**config.mk**
```make
export PLATFORM = sky130hd
export DESIGN_NAME = swi_host
export DESIGN_NICKNAME = d
export VERILOG_FILES = /design/src/swi_buf2.v /design/src/swi_host.v
export VERILOG_INCLUDE_DIRS = /design/src /design/src/include
export SDC_FILE = /design/constraint.sdc
export NUM_CORES = 1
export LEC_CHECK = 0
export BUFFER_PORTS_ARGS = -buffer_cell sky130_fd_sc_hd__buf_2
export CAP_MARGIN = 5
export CORE_MARGIN = 5
export CORE_UTILIZATION = 40
export DETAILED_ROUTE_END_ITERATION = 8
export SLEW_MARGIN = 20
export SYNTH_ARGS = -nofsm -noshare
export SYNTH_HDL_FRONTEND = slang
export SYNTH_SLANG_ARGS = --single-unit
```
**constraint.sdc**
```tcl
create_clock -name clk -period 3 [get_ports clk]
set_input_delay 0.15 -clock clk [delete_from_list [all_inputs] [get_ports clk]]
set_output_delay 0.15 -clock clk [all_outputs]
set_load 0.005 [all_outputs]
```
**src/include/swi_host_regs.vh**
```
// constants for the single-wire identity bus master: timing, opcodes, flags
// assumes a 10 MHz system clock; all line timing is counted in 1 us ticks
`ifndef SWI_HOST_REGS_VH
`define SWI_HOST_REGS_VH

// clock rate and the 1 us tick divider
`define SWI_CLK_HZ            10000000
`define SWI_HZ_PER_US         1000000
`define SWI_TICK_CYCLES       (`SWI_CLK_HZ / `SWI_HZ_PER_US)

// line timing, microseconds
`define SWI_RESET_LOW_US      10'd480
`define SWI_RESET_HIGH_US     10'd480
`define SWI_PRESENCE_SMPL_US  10'd70
`define SWI_WRITE_ONE_LOW_US  10'd2
`define SWI_WRITE_ZERO_LOW_US 10'd60
`define SWI_READ_SMPL_US      10'd13
`define SWI_SLOT_LENGTH_US    10'd70

// user command opcodes
`define SWI_OP_RESET          2'h0
`define SWI_OP_WRITE          2'h1
`define SWI_OP_READ           2'h2
`define SWI_OP_TRIPLET        2'h3

// identity command bytes sent with the write opcode
`define SWI_CMD_READ_ID       8'h33
`define SWI_CMD_READ_ID_ALT   8'h0F
`define SWI_CMD_MATCH         8'h55
`define SWI_CMD_SKIP          8'hCC
`define SWI_CMD_SEARCH        8'hF0

// check code, x^8 + x^5 + x^4 + 1 in shift-right form
`define SWI_CRC_POLY          8'h8C
`define SWI_CRC_INIT          8'h00

// response flag bit positions
`define SWI_FLG_PRESENCE      0
`define SWI_FLG_CRC_OK        1
`define SWI_FLG_ID_BIT        2
`define SWI_FLG_CMP_BIT       3
`define SWI_FLG_DIR           4
`define SWI_FLG_NO_DEVICE     5

// response buffer shape
`define SWI_RSP_WIDTH         16
`define SWI_RSP_ADDR_BITS     1

`endif

```
**src/swi_buf2.v**
```verilog
// two-entry valid/ready buffer for response words
// assumes producer and consumer share clk; synchronous active-high reset
`timescale 1ns/1ns
module swi_buf2
#(
  parameter WIDTH = 16,
  parameter AW    = 1
)
(
  input  wire             clk,
  input  wire             reset,
  input  wire             in_valid,
  output wire             in_ready,
  input  wire [WIDTH-1:0] in_data,
  output wire             out_valid,
  input  wire             out_ready,
  output wire [WIDTH-1:0] out_data
);

  // constants sized to the counters so nothing is cut silently
  localparam [AW:0] FULL = {1'b1, {AW{1'b0}}};
  localparam [AW:0] STEP = {{AW{1'b0}}, 1'b1};

  reg [WIDTH-1:0] mem [0:(1<<AW)-1];
  reg [AW-1:0]    wr_ptr;
  reg [AW-1:0]    rd_ptr;
  reg [AW:0]      count;

  wire            push;
  wire            pop;

  // full is honest, so a stalled reader really stops the writer
  assign in_ready  = (count != FULL);
  assign out_valid = (count != {(AW+1){1'b0}});
  assign out_data  = mem[rd_ptr];
  assign push      = in_valid & in_ready;
  assign pop       = out_valid & out_ready;

  // storage is written only on an accepted push
  always @(posedge clk)
  begin
    if (push)
      mem[wr_ptr] <= in_data;
  end

  // pointers and occupancy
  always @(posedge clk)
  begin
    if (reset)
    begin
      wr_ptr <= {AW{1'b0}};
      rd_ptr <= {AW{1'b0}};
      count  <= {(AW+1){1'b0}};
    end
    else
    begin
      if (push)
        wr_ptr <= wr_ptr + STEP[AW-1:0];
      if (pop)
        rd_ptr <= rd_ptr + STEP[AW-1:0];
      if (push && !pop)
        count <= count + STEP;
      else if (pop && !push)
        count <= count - STEP;
    end
  end

endmodule

```
**src/swi_host.v**
```verilog
// bus master for a single-wire open-drain identity ROM bus
// assumes an external pull-up on the line and a 10 MHz clk; the pin
// reaches this block as line_in (async) and is driven via line_oe only
// limitation: standard speed only; no strong pull-up for powered slaves
//
// Contract
// - all bits on the line travel least significant bit first
// - master checks received bytes with x^8+x^5+x^4+1 against the last byte
// - line idles high; master releases it whenever a transaction pauses
// - every transaction starts with master reset then slave presence pulse
// - access order: initialization, one command byte, then data transfer
// - each command is one 8-bit byte sent after presence is seen
// - master reads identity only when one slave is attached
// - search: slave sends bit, then complement, then samples master's bit
// - reset pulse: master holds line low at least 480 us, then releases
// - master waits at least 480 us high after reset before anything else
// - only presence is slave-started; all other slots master-started
// - each slot starts with master pulling low; slaves time from that edge
// - master samples read slot late but within 15 us of falling edge
// - reset low plus recovery stays under 960 us; here the two come to exactly 960 us
// - bus data rate stays at or below 16.3 kbit/s
`timescale 1ns/1ns
`include "swi_host_regs.vh"
module swi_host
(
  input  wire        clk,
  input  wire        reset,
  input  wire        cmd_valid,
  output wire        cmd_ready,
  input  wire [1:0]  cmd_op,
  input  wire [7:0]  cmd_data,
  input  wire        cmd_dir,
  output wire        rsp_valid,
  input  wire        rsp_ready,
  output wire [7:0]  rsp_data,
  output wire [7:0]  rsp_flags,
  input  wire        line_in,
  output wire        line_out,
  output wire        line_oe,
  output wire        busy
);

  // one-hot states
  localparam [4:0] S_IDLE  = 5'h01;
  localparam [4:0] S_RLOW  = 5'h02;
  localparam [4:0] S_RWAIT = 5'h04;
  localparam [4:0] S_SLOT  = 5'h08;
  localparam [4:0] S_PUSH  = 5'h10;

  // divider terminal count, cut to the divider's width on purpose
  localparam integer TICK_CYC  = `SWI_TICK_CYCLES - 1;
  localparam [3:0]   TICK_LAST = TICK_CYC[3:0];

  // sequencer, divider and shift path state
  reg  [4:0]  state;
  reg  [3:0]  div;
  reg  [9:0]  us_cnt;
  reg         line_s1;
  reg         line_s2;
  reg         drive_low;
  reg  [1:0]  op;
  reg         dir_req;
  reg  [7:0]  shreg;
  reg  [2:0]  slot_cnt;
  reg         sample;
  reg  [7:0]  crc;
  reg         presence;
  reg         id_bit;
  reg         cmp_bit;
  reg         dir_taken;
  reg         no_device;

  // combinational helpers and the buffer handshake
  wire        tick;
  wire [9:0]  low_len;
  wire        last_slot;
  wire        crc_fb;
  wire [7:0]  crc_next;
  wire        choose;
  wire        buf_in_ready;
  wire        buf_in_valid;
  wire [7:0]  flags_word;
  wire [15:0] buf_in_data;
  wire [15:0] buf_out_data;

  // pin synchroniser: only line_s2 is read by logic
  always @(posedge clk)
  begin
    if (reset)
    begin
      line_s1 <= 1'b1;
      line_s2 <= 1'b1;
    end
    else
    begin
      line_s1 <= line_in;
      line_s2 <= line_s1;
    end
  end

  // 1 us enable; restarted at every phase so each edge lands on a whole us
  assign tick = (div == TICK_LAST);

  // low time of the current slot; reads use the short write-one pulse
  assign low_len   = shreg[0] ? `SWI_WRITE_ONE_LOW_US : `SWI_WRITE_ZERO_LOW_US;
  assign last_slot = (op == `SWI_OP_TRIPLET) ? (slot_cnt == 3'h2) : (slot_cnt == 3'h7);

  // running check code over every bit of a read command since the last reset
  assign crc_fb   = crc[0] ^ sample;
  assign crc_next = {1'b0, crc[7:1]} ^ (crc_fb ? `SWI_CRC_POLY : 8'h00);

  // search direction: follow the only bit present, else the caller's choice
  assign choose = (id_bit ^ sample) ? id_bit : dir_req;

  // line pin: open drain, the output value is always low
  assign line_out = 1'b0;
  assign line_oe  = drive_low;

  // new commands wait for a high line and room for the answer
  assign cmd_ready = (state == S_IDLE) & buf_in_ready & line_s2;
  assign busy      = (state != S_IDLE);

  // main sequencer
  always @(posedge clk)
  begin
    if (reset)
    begin
      state     <= S_IDLE;
      div       <= 4'h0;
      us_cnt    <= 10'h000;
      drive_low <= 1'b0;
      op        <= `SWI_OP_RESET;
      dir_req   <= 1'b0;
      shreg     <= 8'h00;
      slot_cnt  <= 3'h0;
      sample    <= 1'b1;
      crc       <= `SWI_CRC_INIT;
      presence  <= 1'b0;
      id_bit    <= 1'b0;
      cmp_bit   <= 1'b0;
      dir_taken <= 1'b0;
      no_device <= 1'b0;
    end
    else
    begin
      div <= tick ? 4'h0 : div + 4'h1;
      if (tick)
        us_cnt <= us_cnt + 10'h001;
      case (state)
        S_IDLE:
        begin
          if (cmd_valid && cmd_ready)
          begin
            op        <= cmd_op;
            dir_req   <= cmd_dir;
            div       <= 4'h0;
            us_cnt    <= 10'h000;
            slot_cnt  <= 3'h0;
            drive_low <= 1'b1;
            // search flags start clean so no stale result is reported
            id_bit    <= 1'b0;
            cmp_bit   <= 1'b0;
            dir_taken <= 1'b0;
            no_device <= 1'b0;
            if (cmd_op == `SWI_OP_RESET)
            begin
              // a reset opens a new transaction and a new check code
              state    <= S_RLOW;
              presence <= 1'b0;
              crc      <= `SWI_CRC_INIT;
            end
            else
            begin
              // writes send cmd_data; reads and search start with all ones
              state <= S_SLOT;
              // all ones keep the line released so the slave alone sets each bit
              shreg <= (cmd_op == `SWI_OP_WRITE) ? cmd_data : 8'hFF;
            end
          end
        end
        S_RLOW:
        begin
          // hold low for the reset time, then release and listen
          // exactly the minimum, so reset plus recovery comes to exactly 960 us
          if (tick && us_cnt == `SWI_RESET_LOW_US - 10'h001)
          begin
            drive_low <= 1'b0;
            state     <= S_RWAIT;
            us_cnt    <= 10'h000;
            div       <= 4'h0;
          end
        end
        S_RWAIT:
        begin
          // a missing pulse is reported in the flags, not retried here
          // 70 us after release sits inside every legal presence pulse
          if (tick && us_cnt == `SWI_PRESENCE_SMPL_US - 10'h001)
            presence <= ~line_s2;
          // nothing new starts before the full high time is spent
          if (tick && us_cnt == `SWI_RESET_HIGH_US - 10'h001)
            state <= S_PUSH;
        end
        S_SLOT:
        begin
          // end of the low part of the slot
          if (tick && us_cnt == low_len - 10'h001)
            drive_low <= 1'b0;
          // read point just before the slave's valid window closes
          if (tick && us_cnt == `SWI_READ_SMPL_US - 10'h001)
            // two slaves answering at once show up here as their wired AND
            sample <= line_s2;
          // slot end leaves recovery time before the next falling edge
          if (tick && us_cnt == `SWI_SLOT_LENGTH_US - 10'h001)
          begin
            slot_cnt <= slot_cnt + 3'h1;
            shreg    <= {sample, shreg[7:1]};
            if (op == `SWI_OP_READ)
              crc <= crc_next;
            if (op == `SWI_OP_TRIPLET && slot_cnt == 3'h0)
              id_bit <= sample;
            if (op == `SWI_OP_TRIPLET && slot_cnt == 3'h1)
            begin
              cmp_bit   <= sample;
              dir_taken <= choose;
              // both ones: no slave is still taking part
              no_device <= id_bit & sample;
              shreg[0]  <= choose;
            end
            // both bits high: nobody is left to take the write slot
            if (last_slot || (op == `SWI_OP_TRIPLET && slot_cnt == 3'h1 && id_bit && sample))
            begin
              state <= S_PUSH;
            end
            else
            begin
              us_cnt    <= 10'h000;
              div       <= 4'h0;
              drive_low <= 1'b1;
            end
          end
        end
        S_PUSH:
        begin
          // answer waits here while the buffer is full
          // cmd_ready already checked for room, so this wait is only a guard
          if (buf_in_ready)
            state <= S_IDLE;
        end
        default:
        begin
          state     <= S_IDLE;
          drive_low <= 1'b0;
        end
      endcase
    end
  end

  // response word: flags in the high byte, data in the low byte
  // crc_ok only means something after the last byte of an identity
  assign flags_word[`SWI_FLG_PRESENCE]  = presence;
  assign flags_word[`SWI_FLG_CRC_OK]    = (crc == 8'h00);
  assign flags_word[`SWI_FLG_ID_BIT]    = id_bit;
  assign flags_word[`SWI_FLG_CMP_BIT]   = cmp_bit;
  assign flags_word[`SWI_FLG_DIR]       = dir_taken;
  assign flags_word[`SWI_FLG_NO_DEVICE] = no_device | ((op == `SWI_OP_RESET) & ~presence);
  assign flags_word[7:6]                = 2'h0;

  assign buf_in_valid = (state == S_PUSH);
  assign buf_in_data  = {flags_word, (op == `SWI_OP_TRIPLET) ? 8'h00 : shreg};

  // results queue so a slow reader never loses one
  swi_buf2
  #(
    .WIDTH (`SWI_RSP_WIDTH),
    .AW    (`SWI_RSP_ADDR_BITS)
  )
  u_rsp_buf
  (
    .clk       (clk),
    .reset     (reset),
    .in_valid  (buf_in_valid),
    .in_ready  (buf_in_ready),
    .in_data   (buf_in_data),
    .out_valid (rsp_valid),
    .out_ready (rsp_ready),
    .out_data  (buf_out_data)
  );

  // the buffer word splits back into data and flags
  assign rsp_data  = buf_out_data[7:0];
  assign rsp_flags = buf_out_data[15:8];

endmodule

```
==> insert_results.sql, run 1 <==
INSERT INTO impl_metrics (metric_group, metric, value, unit) VALUES
('yosys', 'mapped_cell_area', '3923', 'um2'),
('cells_and_area', 'multi_input_comb_area', '1873', 'um2'),
('placed_design', 'finalWeightedCongestion', '0.8069', ''),
('floorplan', 'ioPinCount', '37', ''),
('global_routing', 'number_of_global_route_vias_before_repair', '2737', ''),
('setup_path', 'reg2reg_slack', '0.69', 'ns'),
('detailed_routing', 'detail_route.first_pass.iterations', '4', ''),
('placed_design', 'placed_area', '4177', 'um2'),
('setup_path', 'criticalPathCategory', 'reg2reg', ''),
('detailed_routing', 'drt-total-wl', '7.700', 'mm'),
('setup_path', 'timing.critical_path.from_type', 'flop', ''),
('placed_design', 'placed_wire_length_estimate_after_detailed_placement', '5.493', 'mm'),
('sta', 'timing_hold_violations_final', '0', ''),
('cells_and_area', 'nets', '455', ''),
('clocking', 'worst_skew_pair.late_latency', '0.35', 'ns'),
('cells_and_area', 'final_cell_mix', '55 x sky130_fd_sc_hd__dfxtp_1, 49 x sky130_fd_sc_hd__nor2_1, 33 x sky130_fd_sc_hd__nand2_1, 33 x sky130_fd_sc_hd__buf_2, 28 x sky130_fd_sc_hd__edfxtp_1', ''),
('sta', 'timing_worst_slew_pin_value', '0.7890', 'ns'),
('setup_path', 'critical_path.max_fanout', '11', ''),
('setup_path', 'critPathSlowestCell', 'sky130_fd_sc_hd__nor3_2', ''),
('sta', 'unrepaired_setup_endpoints_after_global_routing', 'no', ''),
('sta', 'fin_tns_setup', '0', 'ns'),
('setup_path', 'crit_required', '3.27', 'ns'),
('cells_and_area', 'antenna_cells_inserted', '0', ''),
('placed_design', 'io_buffer_count', '33', ''),
('yosys', 'synth_top_cells_by_area', 'sky130_fd_sc_hd__dfxtp_1 28%, sky130_fd_sc_hd__edfxtp_1 21%, sky130_fd_sc_hd__nor2_1 4.7%', ''),
('clocking', 'cts_hold_buf', '1', ''),
('cells_and_area', 'layout-area-overhead-vs-synth', '11.45', '%'),
('global_routing', 'grt_antenna_before_repair', '0', ''),
('sta', 'slew_violations', '0', ''),
('global_routing', 'gr-total-overflow', '0', ''),
('clocking', 'clockRootBuffer', 'sky130_fd_sc_hd__clkbuf_8', ''),
('floorplan', 'placementRows', '36', ''),
('cells_and_area', 'number_of_fill_cells_in_the_layout', '913', ''),
('clocking', 'cts_tree', 'built', ''),
('status', 'run_status', 'finished, final reports clean', ''),
('yosys', 'dominantRegCellSynth', 'sky130_fd_sc_hd__dfxtp_1', ''),
('clocking', 'cts_inserted_buffers', '9', ''),
('setup_path', 'critPathCaptureType', 'flop', ''),
('detailed_routing', 'route.detailed.drc', '0', ''),
('clocking', 'post_cts.repair.setup_buffers', '0', ''),
('job', 'cap_violations', '0', ''),
('global_routing', 'pin_count_of_the_biggest_net_entering_global_routing', '44', ''),
('floorplan', 'initial_utilization', '40.50', '%'),
('floorplan', 'floorplan.core_area', '9684', 'um2'),
('detailed_routing', 'detail_route.vias_per_cell', '5.014', ''),
('sta', 'max_freq', '433.1', 'MHz'),
('setup_path', 'cpPeakStageDelay', '0.43', 'ns'),
('floorplan', 'die_area', '11890', 'um2'),
('setup_path', 'worst_path_arrival', '2.58', 'ns'),
('global_routing', 'grt_first_pass_wirelength', '12.94', 'mm'),
('setup_path', 'cp_num_buf_inv', '0', ''),
('floorplan', 'die_height', '109.0', 'um'),
('worst_hold_path', 'min-delay-path-class', 'in2reg', ''),
('yosys', 'ys_warn_count', '0', ''),
('yosys', 'yosysTopAreaCellShare', '28.07', '%'),
('power_and_ir_drop', 'powerDensity', '562.7', 'nW/um2'),
('floorplan', 'die_w', '109.0', 'um'),
('sta', 'finalCritPeriodShare', '76.96', '%'),
('global_routing', 'track_usage', '13.78', '%'),
('cells_and_area', 'layout.core_utilization', '45.14', '%'),
('yosys', 'share_of_flip_flops_with_an_asynchronous_set_or_reset_after_synthesis', '0', '%'),
('cells_and_area', 'postLayoutCellArea', '4372', 'um2'),
('setup_path', 'critPathTopFamily', 'simple AND/OR/NAND/NOR gates', ''),
('setup_path', 'path_cells', 'ha_1 > and3b_1 > nand4_4 > o21a_2 > nor3_2 > nand3_1 > a21oi_1', ''),
('cells_and_area', 'post_route_cells_drive_above_1_share', '19.35', '%'),
('yosys', 'ys_seq_elements', '83', ''),
('sta', 'final.setup_skew', '0.01161', 'ns'),
('detailed_routing', 'ant_nets', '0', ''),
('clocking', 'ctsLongestPathBuffers', '2', ''),
('clocking', 'cts-resized-gates', '0', ''),
('clocking', 'cts.sinks', '83', '');
## sequential cells by signal (all words and copies together), names as in the netlist, named ones only
register / cells
crc: 8
state: 5
dir_req: 1
u_rsp_buf.rd_ptr: 1
dir_taken: 1
slot_cnt: 3
cmp_bit: 1
line_s1: 1
line_oe: 1
u_rsp_buf.wr_ptr: 1
id_bit: 1
u_rsp_buf.count: 2
presence: 1
shreg: 8
op: 2
sample: 1
us_cnt: 10
div: 4
no_device: 1
line_s2: 1
u_rsp_buf.mem: 28
## path summary, 6_finish.rpt
check | startpoint | to | depth (start not counted)
setup / recovery | div[0]$_SDFF_PP0_ | crc[6]$_SDFFE_PP0P_ | 7
hold / removal | cmd_op[1] | op[1]$_SDFFE_PP0P_ | 3
setup reg to reg | div[0]$_SDFF_PP0_ | crc[6]$_SDFFE_PP0P_ | 7
hold reg to reg | line_s1$_SDFF_PP1_ | line_s2$_SDFF_PP1_ | 1
## where the power goes
part,total [W],switching [W],internal [W]
sequential,0.00129,0.0000630,0.00123
clock,0.000751,0.000434,0.000317
combinational,0.000418,0.000239,0.000180
## layout make-up
type                            count  share of cell area, %
Sequential cell                    83                  44.42
Multi-Input combinational cell    294                  42.84
Timing Repair Buffer               35                  4.179
Tap cell                          133                  3.807
Clock buffer                        9                  2.833
Clock inverter                      7                  1.402
Inverter                            6                 0.5152
## synthesized netlist by cell type, types with 3 or more instances
master / number
sky130_fd_sc_hd__nand2_1: 33
sky130_fd_sc_hd__xnor2_1: 7
sky130_fd_sc_hd__nor3_1: 18
sky130_fd_sc_hd__mux2i_1: 4
sky130_fd_sc_hd__or2_2: 7
sky130_fd_sc_hd__nand3_1: 16
sky130_fd_sc_hd__buf_2: 3
sky130_fd_sc_hd__edfxtp_1: 28
sky130_fd_sc_hd__and2_1: 13
sky130_fd_sc_hd__nor2b_1: 5
sky130_fd_sc_hd__ha_1: 10
sky130_fd_sc_hd__or3_1: 10
sky130_fd_sc_hd__buf_4: 3
sky130_fd_sc_hd__and3_1: 7
sky130_fd_sc_hd__a21oi_1: 27
sky130_fd_sc_hd__nand2b_1: 4
sky130_fd_sc_hd__nor2_1: 49
sky130_fd_sc_hd__inv_1: 5
sky130_fd_sc_hd__nand4_1: 7
sky130_fd_sc_hd__clkbuf_1: 8
sky130_fd_sc_hd__mux2_2: 15
sky130_fd_sc_hd__xor2_1: 13
sky130_fd_sc_hd__o21ai_0: 10
sky130_fd_sc_hd__dfxtp_1: 55
## kinds of logic after synthesis
kind of cell / share of synthesized area (%)
multiplexers: 5.327
XOR/XNOR: 4.466
adder cells (fa/ha/maj): 3.190
AND/OR/NAND/NOR: 26.03
AO/OA/AOI/OAI: 8.326
other: 0.09560
flip-flops: 49.51
buffers and inverters: 3.062
## tightest hold or removal path: stages
cell	delay (ns)
sky130_fd_sc_hd__buf_2	0.11
sky130_fd_sc_hd__nand2_1	0.05
sky130_fd_sc_hd__a21oi_1	0.05
## per-layer routing
layer	GRT usage [%]	routed length, um
met1	18.04	3682
met2	22.28	3575
met3	3.671	354
met4	4.148	88
met5	0	0
## through the flow
| stage | setup slack [ns] | cells |
|---|---|---|
| finish | 0.6913 | 567 |
| global placement | 0.7975 | 550 |
| floorplan | 0.9093 | 401 |
| detailed placement | 0.7161 | 550 |
| CTS | 0.7010 | 567 |
| global route | 0.5027 | 567 |
Power figures use the tool's default switching activity.
==> inputs of run 2 (changes only) <==
ABC_AREA = 1   (was unset)
clock period = 1.9 ns   (was 3 ns; I/O delays follow)
==> insert_results.sql, run 2 <==
INSERT INTO impl_metrics (metric_group, metric, value, unit) VALUES
('floorplan', 'placementRows', '37', ''),
('global_routing', 'grt_antenna_before_repair', '0', ''),
('setup_path', 'reg2reg_slack', '0.13', 'ns'),
('sta', 'final.setup_skew', '0.01521', 'ns'),
('floorplan', 'die_height', '111.5', 'um'),
('job', 'cap_violations', '0', ''),
('setup_path', 'critical_path.reg2reg.startpoint', 'state[2]$_SDFFE_PP0P_', ''),
('sta', 'timing_hold_violations_final', '0', ''),
('cells_and_area', 'final_cells', '710', ''),
('sta', 'hold_ws', '0.05550', 'ns'),
('cells_and_area', 'final_cell_mix', '102 x sky130_fd_sc_hd__nor2_1, 99 x sky130_fd_sc_hd__nand2_1, 58 x sky130_fd_sc_hd__inv_1, 55 x sky130_fd_sc_hd__dfxtp_1, 41 x sky130_fd_sc_hd__o21ai_0', ''),
('global_routing', 'gr-total-overflow', '0', ''),
('yosys', 'synth_top_cells_by_area', 'sky130_fd_sc_hd__dfxtp_1 27%, sky130_fd_sc_hd__edfxtp_1 20%, sky130_fd_sc_hd__nor2_1 9.5%', ''),
('setup_path', 'rr_endpoint', 'u_rsp_buf.count[1]$_SDFFE_PP0P_', ''),
('yosys', 'ys_seq_elements', '83', ''),
('setup_path', 'critical_path.max_fanout', '5', ''),
('setup_path', 'critPathCaptureType', 'flop', ''),
('setup_path', 'timing.critical_path.from_type', 'flop', ''),
('global_routing', 'grt_first_pass_wirelength', '15.21', 'mm'),
('cells_and_area', 'layout-area-overhead-vs-synth', '14.36', '%'),
('clocking', 'ctsLongestPathBuffers', '2', ''),
('detailed_routing', 'ant_nets', '0', ''),
('clocking', 'clockRootBuffer', 'sky130_fd_sc_hd__clkbuf_8', ''),
('global_routing', 'number_of_global_route_vias_before_repair', '3347', ''),
('global_routing', 'pin_count_of_the_biggest_net_entering_global_routing', '34', ''),
('yosys', 'synth_enable_flop_cells', '28', ''),
('clocking', 'htree_num_levels', '3', ''),
('cells_and_area', 'post_route_cells_drive_above_1_share', '16.72', '%'),
('sta', 'fin_tns_setup', '0', 'ns'),
('yosys', 'commonest_cells_post_synth', '104 x sky130_fd_sc_hd__nor2_1, 99 x sky130_fd_sc_hd__nand2_1, 58 x sky130_fd_sc_hd__inv_1, 55 x sky130_fd_sc_hd__dfxtp_1, 41 x sky130_fd_sc_hd__o21ai_0', ''),
('detailed_routing', 'detailroute.via_count', '3386', ''),
('setup_path', 'crit_required', '2.13', 'ns'),
('status', 'run_status', 'finished, final reports clean', ''),
('detailed_routing', 'detail_route.first_pass.iterations', '4', ''),
('yosys', 'yosysTopAreaCellShare', '26.72', '%'),
('clocking', 'cts_inserted_buffers', '9', ''),
('sta', 'finalCritPeriodShare', '92.99', '%'),
('setup_path', 'rr_worst_depth', '8', ''),
('floorplan', 'floorplan.core_area', '10180', 'um2'),
('power_and_ir_drop', 'p_leak', '1.994', 'nW'),
('global_routing', 'met3_usage', '3.370', '%'),
('cells_and_area', 'nets', '595', ''),
('cells_and_area', 'number_of_flip_flops_in_the_largest_register', '28', ''),
('power_and_ir_drop', 'powerDensity', '1482', 'nW/um2'),
('detailed_routing', 'route.detailed.drc', '0', ''),
('sta', 'slew_violations', '0', ''),
('floorplan', 'die_area', '12430', 'um2'),
('detailed_routing', 'routedWlPerCell', '12.49', 'um'),
('clocking', 'worst_setup_hold_path_clk_slew', '0.08', 'ns'),
('yosys', 'dominantRegCellSynth', 'sky130_fd_sc_hd__dfxtp_1', ''),
('yosys', 'synthesized_area_per_cell', '7.878', 'um2'),
('detailed_routing', 'starting_drt_drc_count', '192', ''),
('clocking', 'worst_skew_pair.late_latency', '0.35', 'ns'),
('global_routing', 'globalRoute.busiestLayer', 'met2', ''),
('global_routing', 'globalRouteMet1Util', '18.54', '%'),
('yosys', 'yosys.area.top_type', 'sky130_fd_sc_hd__dfxtp_1', ''),
('cells_and_area', 'number_of_fill_cells_in_the_layout', '1052', ''),
('placed_design', 'placedCellCount', '691', ''),
('sta', 'unrepaired_setup_endpoints_after_global_routing', 'yes', ''),
('detailed_routing', 'drt-total-wl', '8.870', 'mm'),
('yosys', 'share_of_flip_flops_with_an_asynchronous_set_or_reset_after_synthesis', '0', '%'),
('sta', 'max_freq', '566.0', 'MHz'),
('placed_design', 'finalWeightedCongestion', '0.8112', ''),
('floorplan', 'ioPinCount', '37', ''),
('cells_and_area', 'postLayoutCellArea', '4712', 'um2'),
('yosys', 'synth_seq_area_share', '47.13', '%'),
('sta', 'finalSetupViolCount', '0', ''),
('yosys', 'mapped_cell_area', '4120', 'um2'),
('yosys', 'ys_warn_count', '0', ''),
('floorplan', 'initial_utilization', '40.45', '%'),
('cells_and_area', 'antenna_cells_inserted', '0', ''),
('global_routing', 'use_met2', '25.57', '%'),
('global_routing', 'track_usage', '14.71', '%'),
('power_and_ir_drop', 'vdd.ir_drop.worst', '0.6944', 'mV'),
('floorplan', 'die_w', '111.5', 'um'),
('cells_and_area', 'registers.top_by_ff_count', 'u_rsp_buf.mem', ''),
('clocking', 'cts.sinks', '83', ''),
('yosys', 'top_count_cell_post_synth', 'sky130_fd_sc_hd__nor2_1', ''),
('setup_path', 'criticalPathCategory', 'reg2reg', ''),
('yosys', 'ys_types', '37', ''),
('yosys', 'syn-instance-count', '523', ''),
('worst_hold_path', 'min_from', 'cmd_dir', ''),
('worst_hold_path', 'min-delay-path-class', 'in2reg', ''),
('placed_design', 'placed_area', '4489', 'um2'),
('sta', 'final_critical_path_time_including_i_o_delays_and_setup', '1.767', 'ns'),
('detailed_routing', 'detail_route.vias_per_cell', '4.769', ''),
('setup_path', 'worst_path_arrival', '2.00', 'ns'),
('clocking', 'cts_tree', 'built', ''),
('cells_and_area', 'layout_commonest_cell', 'sky130_fd_sc_hd__nor2_1', ''),
('placed_design', 'io_buffer_count', '33', ''),
('worst_hold_path', 'hold-path-endpoint', 'dir_req$_SDFFE_PP0P_', ''),
('cells_and_area', 'largestRegisters', 'u_rsp_buf.mem (28), us_cnt (10)', ''),
('placed_design', 'placed_wire_length_estimate_after_detailed_placement', '6.509', 'mm'),
('worst_hold_path', 'min_path_cells', '3', '');
## run 2: cell count changes after synthesis, sizes merged, moves of 6 or more
cell / before / now
o21ai: 11 / 43
and2: 13 / 0
nor3: 19 / 2
nand2: 34 / 102
xor2: 13 / 1
or3: 11 / 0
nor2: 49 / 112
and3: 7 / 1
inv: 6 / 60
nand3: 18 / 32
## run 2: kinds of logic after synthesis
group | synth area share (%)
and+or+nand+nor | 27.97
DFF | 47.13
AOI/OAI and AO/OA | 9.748
buffers and inverters | 7.349
muxes | 3.826
adders and majority gates | 3.037
xor gates and xnor gates | 0.8504
other | 0.09101
## run 2: metal layers
metal  vias up  share of wire, %  wire length (um)
met5         -                 0                 0
met4         0              0.11                10
met3         2               5.1               456
met2        69                50              4422
met1      1533                45              3981
li1       1782                 -                 -
## run 2: worst max-delay path by stage
stage                     startpoint                               to  depth (start not counted)
6_report       state[2]$_SDFFE_PP0P_  u_rsp_buf.count[1]$_SDFFE_PP0P_                          8
5_1_grt        state[0]$_SDFFE_PP1P_              crc[6]$_SDFFE_PP0P_                         10
4_1_cts            div[0]$_SDFF_PP0_            shreg[0]$_SDFFE_PP0P_                          8
3_5_place_dp       div[0]$_SDFF_PP0_            shreg[0]$_SDFFE_PP0P_                          8
3_3_place_gp       div[0]$_SDFF_PP0_            shreg[4]$_SDFFE_PP0P_                          8
2_1_floorplan  state[0]$_SDFFE_PP1P_    u_rsp_buf.mem[1][0]$_DFFE_PP_                          5
## run 2: final cells by class
cell class	instances	area [um2]	share of cell area (%)
clock inverters	4	53.80	1.142
clock buffers	12	135.1	2.868
multi-input cells	369	1899	40.31
repair buffers	45	282.8	6.001
inverters	61	229.0	4.859
well taps	136	170.2	3.611
flip-flops and latches	83	1942	41.21
## run 2: what timing repair did
action	4_1_cts	5_1_grt
hold buffers	1	0
endpoints found under the hold margin	1	0
resized for setup	0	3
setup endpoints to repair	0	16
setup buffers	0	1
## run 2: worst max-delay path: stages, from the launching register on
cell,delay (ns)
sky130_fd_sc_hd__dfxtp_1,0.36
sky130_fd_sc_hd__nor2_2,0.19
sky130_fd_sc_hd__nand3_2,0.15
sky130_fd_sc_hd__nor2_2,0.18
sky130_fd_sc_hd__ha_1,0.27
sky130_fd_sc_hd__a21oi_1,0.15
sky130_fd_sc_hd__o21ai_0,0.14
sky130_fd_sc_hd__o21ai_0,0.18
sky130_fd_sc_hd__a21oi_1,0.06
## run 2: metrics by stage
stage | power [W] | setup WS [ns] | utilization (%)
2_1_floorplan | 0.004963 | 0.06753 | -
3_3_place_gp | 0.005622 | 0.1544 | 44.08
3_5_place_dp | 0.005704 | 0.1056 | 44.08
4_1_cts | 0.006941 | 0.08911 | 46.03
5_1_grt | 0.007628 | -0.04759 | 46.27
6_report | 0.006983 | 0.1332 | 46.27
## run 2: power breakdown
group          internal, W  total (W)  switching [W]
registers          0.00232    0.00261       0.000291
clock network     0.000612    0.00123       0.000619
logic              0.00112    0.00314        0.00202
==> inputs of run 3 (changes only) <==
CTS_BUF_LIST = sky130_fd_sc_hd__clkbuf_8   (was unset)
==> insert_results.sql, run 3 (synthesized netlist as in run 2, its figures left out) <==
INSERT INTO impl_metrics (metric_group, metric, value, unit) VALUES
('placed_design', 'placed_wire_length_estimate_after_detailed_placement', '6.509', 'mm'),
('sta', 'hold_ws', '0.06124', 'ns'),
('clocking', 'htree_num_levels', '3', ''),
('global_routing', 'pin_count_of_the_biggest_net_entering_global_routing', '34', ''),
('detailed_routing', 'drt-total-wl', '8.843', 'mm'),
('detailed_routing', 'routedWlPerCell', '12.45', 'um'),
('setup_path', 'critical_path.max_fanout', '5', ''),
('global_routing', 'track_usage', '14.71', '%'),
('worst_hold_path', 'min-delay-path-class', 'in2reg', ''),
('clocking', 'cts.sinks', '83', ''),
('worst_hold_path', 'min_from', 'cmd_dir', ''),
('sta', 'finalCritPeriodShare', '92.97', '%'),
('cells_and_area', 'number_of_flip_flops_in_the_largest_register', '28', ''),
('sta', 'max_freq', '566.1', 'MHz'),
('setup_path', 'timing.critical_path.from_type', 'flop', ''),
('sta', 'unrepaired_setup_endpoints_after_global_routing', 'yes', ''),
('cells_and_area', 'post_route_cells_drive_above_1_share', '16.90', '%'),
('setup_path', 'reg2reg_slack', '0.13', 'ns'),
('global_routing', 'grt_antenna_before_repair', '0', ''),
('floorplan', 'placementRows', '37', ''),
('floorplan', 'initial_utilization', '40.45', '%'),
('sta', 'final_critical_path_time_including_i_o_delays_and_setup', '1.766', 'ns'),
('cells_and_area', 'registers.top_by_ff_count', 'u_rsp_buf.mem', ''),
('clocking', 'cts_tree', 'built', ''),
('detailed_routing', 'detail_route.first_pass.iterations', '4', ''),
('cells_and_area', 'layout-area-overhead-vs-synth', '14.42', '%'),
('setup_path', 'worst_path_arrival', '2.00', 'ns'),
('power_and_ir_drop', 'powerDensity', '1476', 'nW/um2'),
('floorplan', 'floorplan.core_area', '10180', 'um2'),
('worst_hold_path', 'min_path_cells', '3', ''),
('cells_and_area', 'layout_commonest_cell', 'sky130_fd_sc_hd__nor2_1', ''),
('detailed_routing', 'starting_drt_drc_count', '202', ''),
('clocking', 'cts_inserted_buffers', '9', ''),
('placed_design', 'io_buffer_count', '33', ''),
('power_and_ir_drop', 'p_leak', '2.007', 'nW'),
('sta', 'slew_violations', '0', ''),
('cells_and_area', 'layout.core_utilization', '46.29', '%'),
('setup_path', 'critical_path.reg2reg.startpoint', 'state[2]$_SDFFE_PP0P_', ''),
('detailed_routing', 'ant_nets', '0', ''),
('setup_path', 'crit_required', '2.13', 'ns'),
('cells_and_area', 'nets', '595', ''),
('worst_hold_path', 'hold-path-endpoint', 'dir_req$_SDFFE_PP0P_', ''),
('power_and_ir_drop', 'vdd.ir_drop.worst', '0.6947', 'mV'),
('global_routing', 'number_of_global_route_vias_before_repair', '3349', ''),
('status', 'run_status', 'finished, final reports clean', ''),
('job', 'cap_violations', '0', ''),
('clocking', 'clockRootBuffer', 'sky130_fd_sc_hd__clkbuf_8', ''),
('clocking', 'ctsLongestPathBuffers', '2', ''),
('detailed_routing', 'detail_route.vias_per_cell', '4.772', ''),
('detailed_routing', 'route.detailed.drc', '0', ''),
('sta', 'final.setup_skew', '0.01226', 'ns'),
('cells_and_area', 'antenna_cells_inserted', '0', ''),
('floorplan', 'ioPinCount', '37', ''),
('setup_path', 'rr_worst_depth', '8', ''),
('setup_path', 'crit_path_start', 'state[2]$_SDFFE_PP0P_', ''),
('setup_path', 'criticalPathCategory', 'reg2reg', ''),
('setup_path', 'critPathCaptureType', 'flop', ''),
('sta', 'timing_hold_violations_final', '0', ''),
('cells_and_area', 'largestRegisters', 'u_rsp_buf.mem (28), us_cnt (10)', ''),
('detailed_routing', 'detailroute.via_count', '3388', ''),
('floorplan', 'die_area', '12430', 'um2'),
('sta', 'finalSetupViolCount', '0', ''),
('sta', 'fin_tns_setup', '0', 'ns'),
('floorplan', 'die_w', '111.5', 'um'),
('clocking', 'worst_skew_pair.late_latency', '0.35', 'ns'),
('cells_and_area', 'final_cell_mix', '101 x sky130_fd_sc_hd__nor2_1, 99 x sky130_fd_sc_hd__nand2_1, 61 x sky130_fd_sc_hd__inv_1, 55 x sky130_fd_sc_hd__dfxtp_1, 41 x sky130_fd_sc_hd__o21ai_0', ''),
('global_routing', 'gr-total-overflow', '0', ''),
('clocking', 'worst_setup_hold_path_clk_slew', '0.08', 'ns'),
('global_routing', 'grt_first_pass_wirelength', '15.21', 'mm'),
('floorplan', 'die_height', '111.5', 'um'),
('placed_design', 'finalWeightedCongestion', '0.8112', ''),
('setup_path', 'rr_endpoint', 'u_rsp_buf.count[1]$_SDFFE_PP0P_', '');
[run 3: timing repair]
item	CTS	global route
endpoints found under the setup margin	0	17
hold endpoints to repair	1	0
hold buffers	1	0
gates resized for setup	0	4
setup buffers	0	1
[run 3: how the worst max path moves through the flow]
stage | slack [ns] | end
2_1_floorplan | 0.07 | u_rsp_buf.mem[1][0]$_DFFE_PP_
3_3_place_gp | 0.15 | shreg[4]$_SDFFE_PP0P_
3_5_place_dp | 0.11 | shreg[0]$_SDFFE_PP0P_
4_1_cts | 0.09 | shreg[0]$_SDFFE_PP0P_
5_1_grt | -0.05 | crc[6]$_SDFFE_PP0P_
6_report | 0.13 | u_rsp_buf.count[1]$_SDFFE_PP0P_
[run 3: layer usage]
layer	wire length, um	up-vias	track usage (%)
met1	4070	1535	18.51
met5	0	-	0
met4	43	0	3.650
met2	4336	66	25.61
met3	392	4	3.370
li1	-	1783	-
[run 3: final cells by class]
| cell class | count | area, um2 |
|---|---|---|
| timing repair buffer | 45 | 282.8 |
| clock inverter | 7 | 65.06 |
| fill | 1051 | 5470 |
| inverter | 61 | 229.0 |
| multi-input combinational | 369 | 1902 |
| sequential | 83 | 1942 |
| tap | 136 | 170.2 |
| clock buffer | 9 | 123.9 |
[run 3: stage by stage]
step	area (um2)	cells	total power, W	setup slack, ns
after detailed placement	4489	691	0.005704	0.1056
after global placement	4489	691	0.005622	0.1544
after global routing	4715	710	0.007612	-0.04759
after floorplan	4128	525	0.004963	0.06753
after CTS	4688	708	0.006929	0.08885
final	4715	710	0.006959	0.1336
[run 3: critical path, stage by stage, from the launching register on]
cell                      delay, ns
sky130_fd_sc_hd__dfxtp_1       0.36
sky130_fd_sc_hd__nor2_2        0.19
sky130_fd_sc_hd__nand3_2       0.15
sky130_fd_sc_hd__nor2_2        0.17
sky130_fd_sc_hd__ha_1          0.27
sky130_fd_sc_hd__a21oi_1       0.15
sky130_fd_sc_hd__o21ai_0       0.14
sky130_fd_sc_hd__o21ai_0       0.18
sky130_fd_sc_hd__a21oi_1       0.06
[run 3: power breakdown]
part           switching [W]  internal, W  total (W)
Clock               0.000616     0.000596    0.00121
Sequential          0.000288      0.00232    0.00261
Combinational        0.00201      0.00112    0.00314
Total                0.00292      0.00404    0.00696
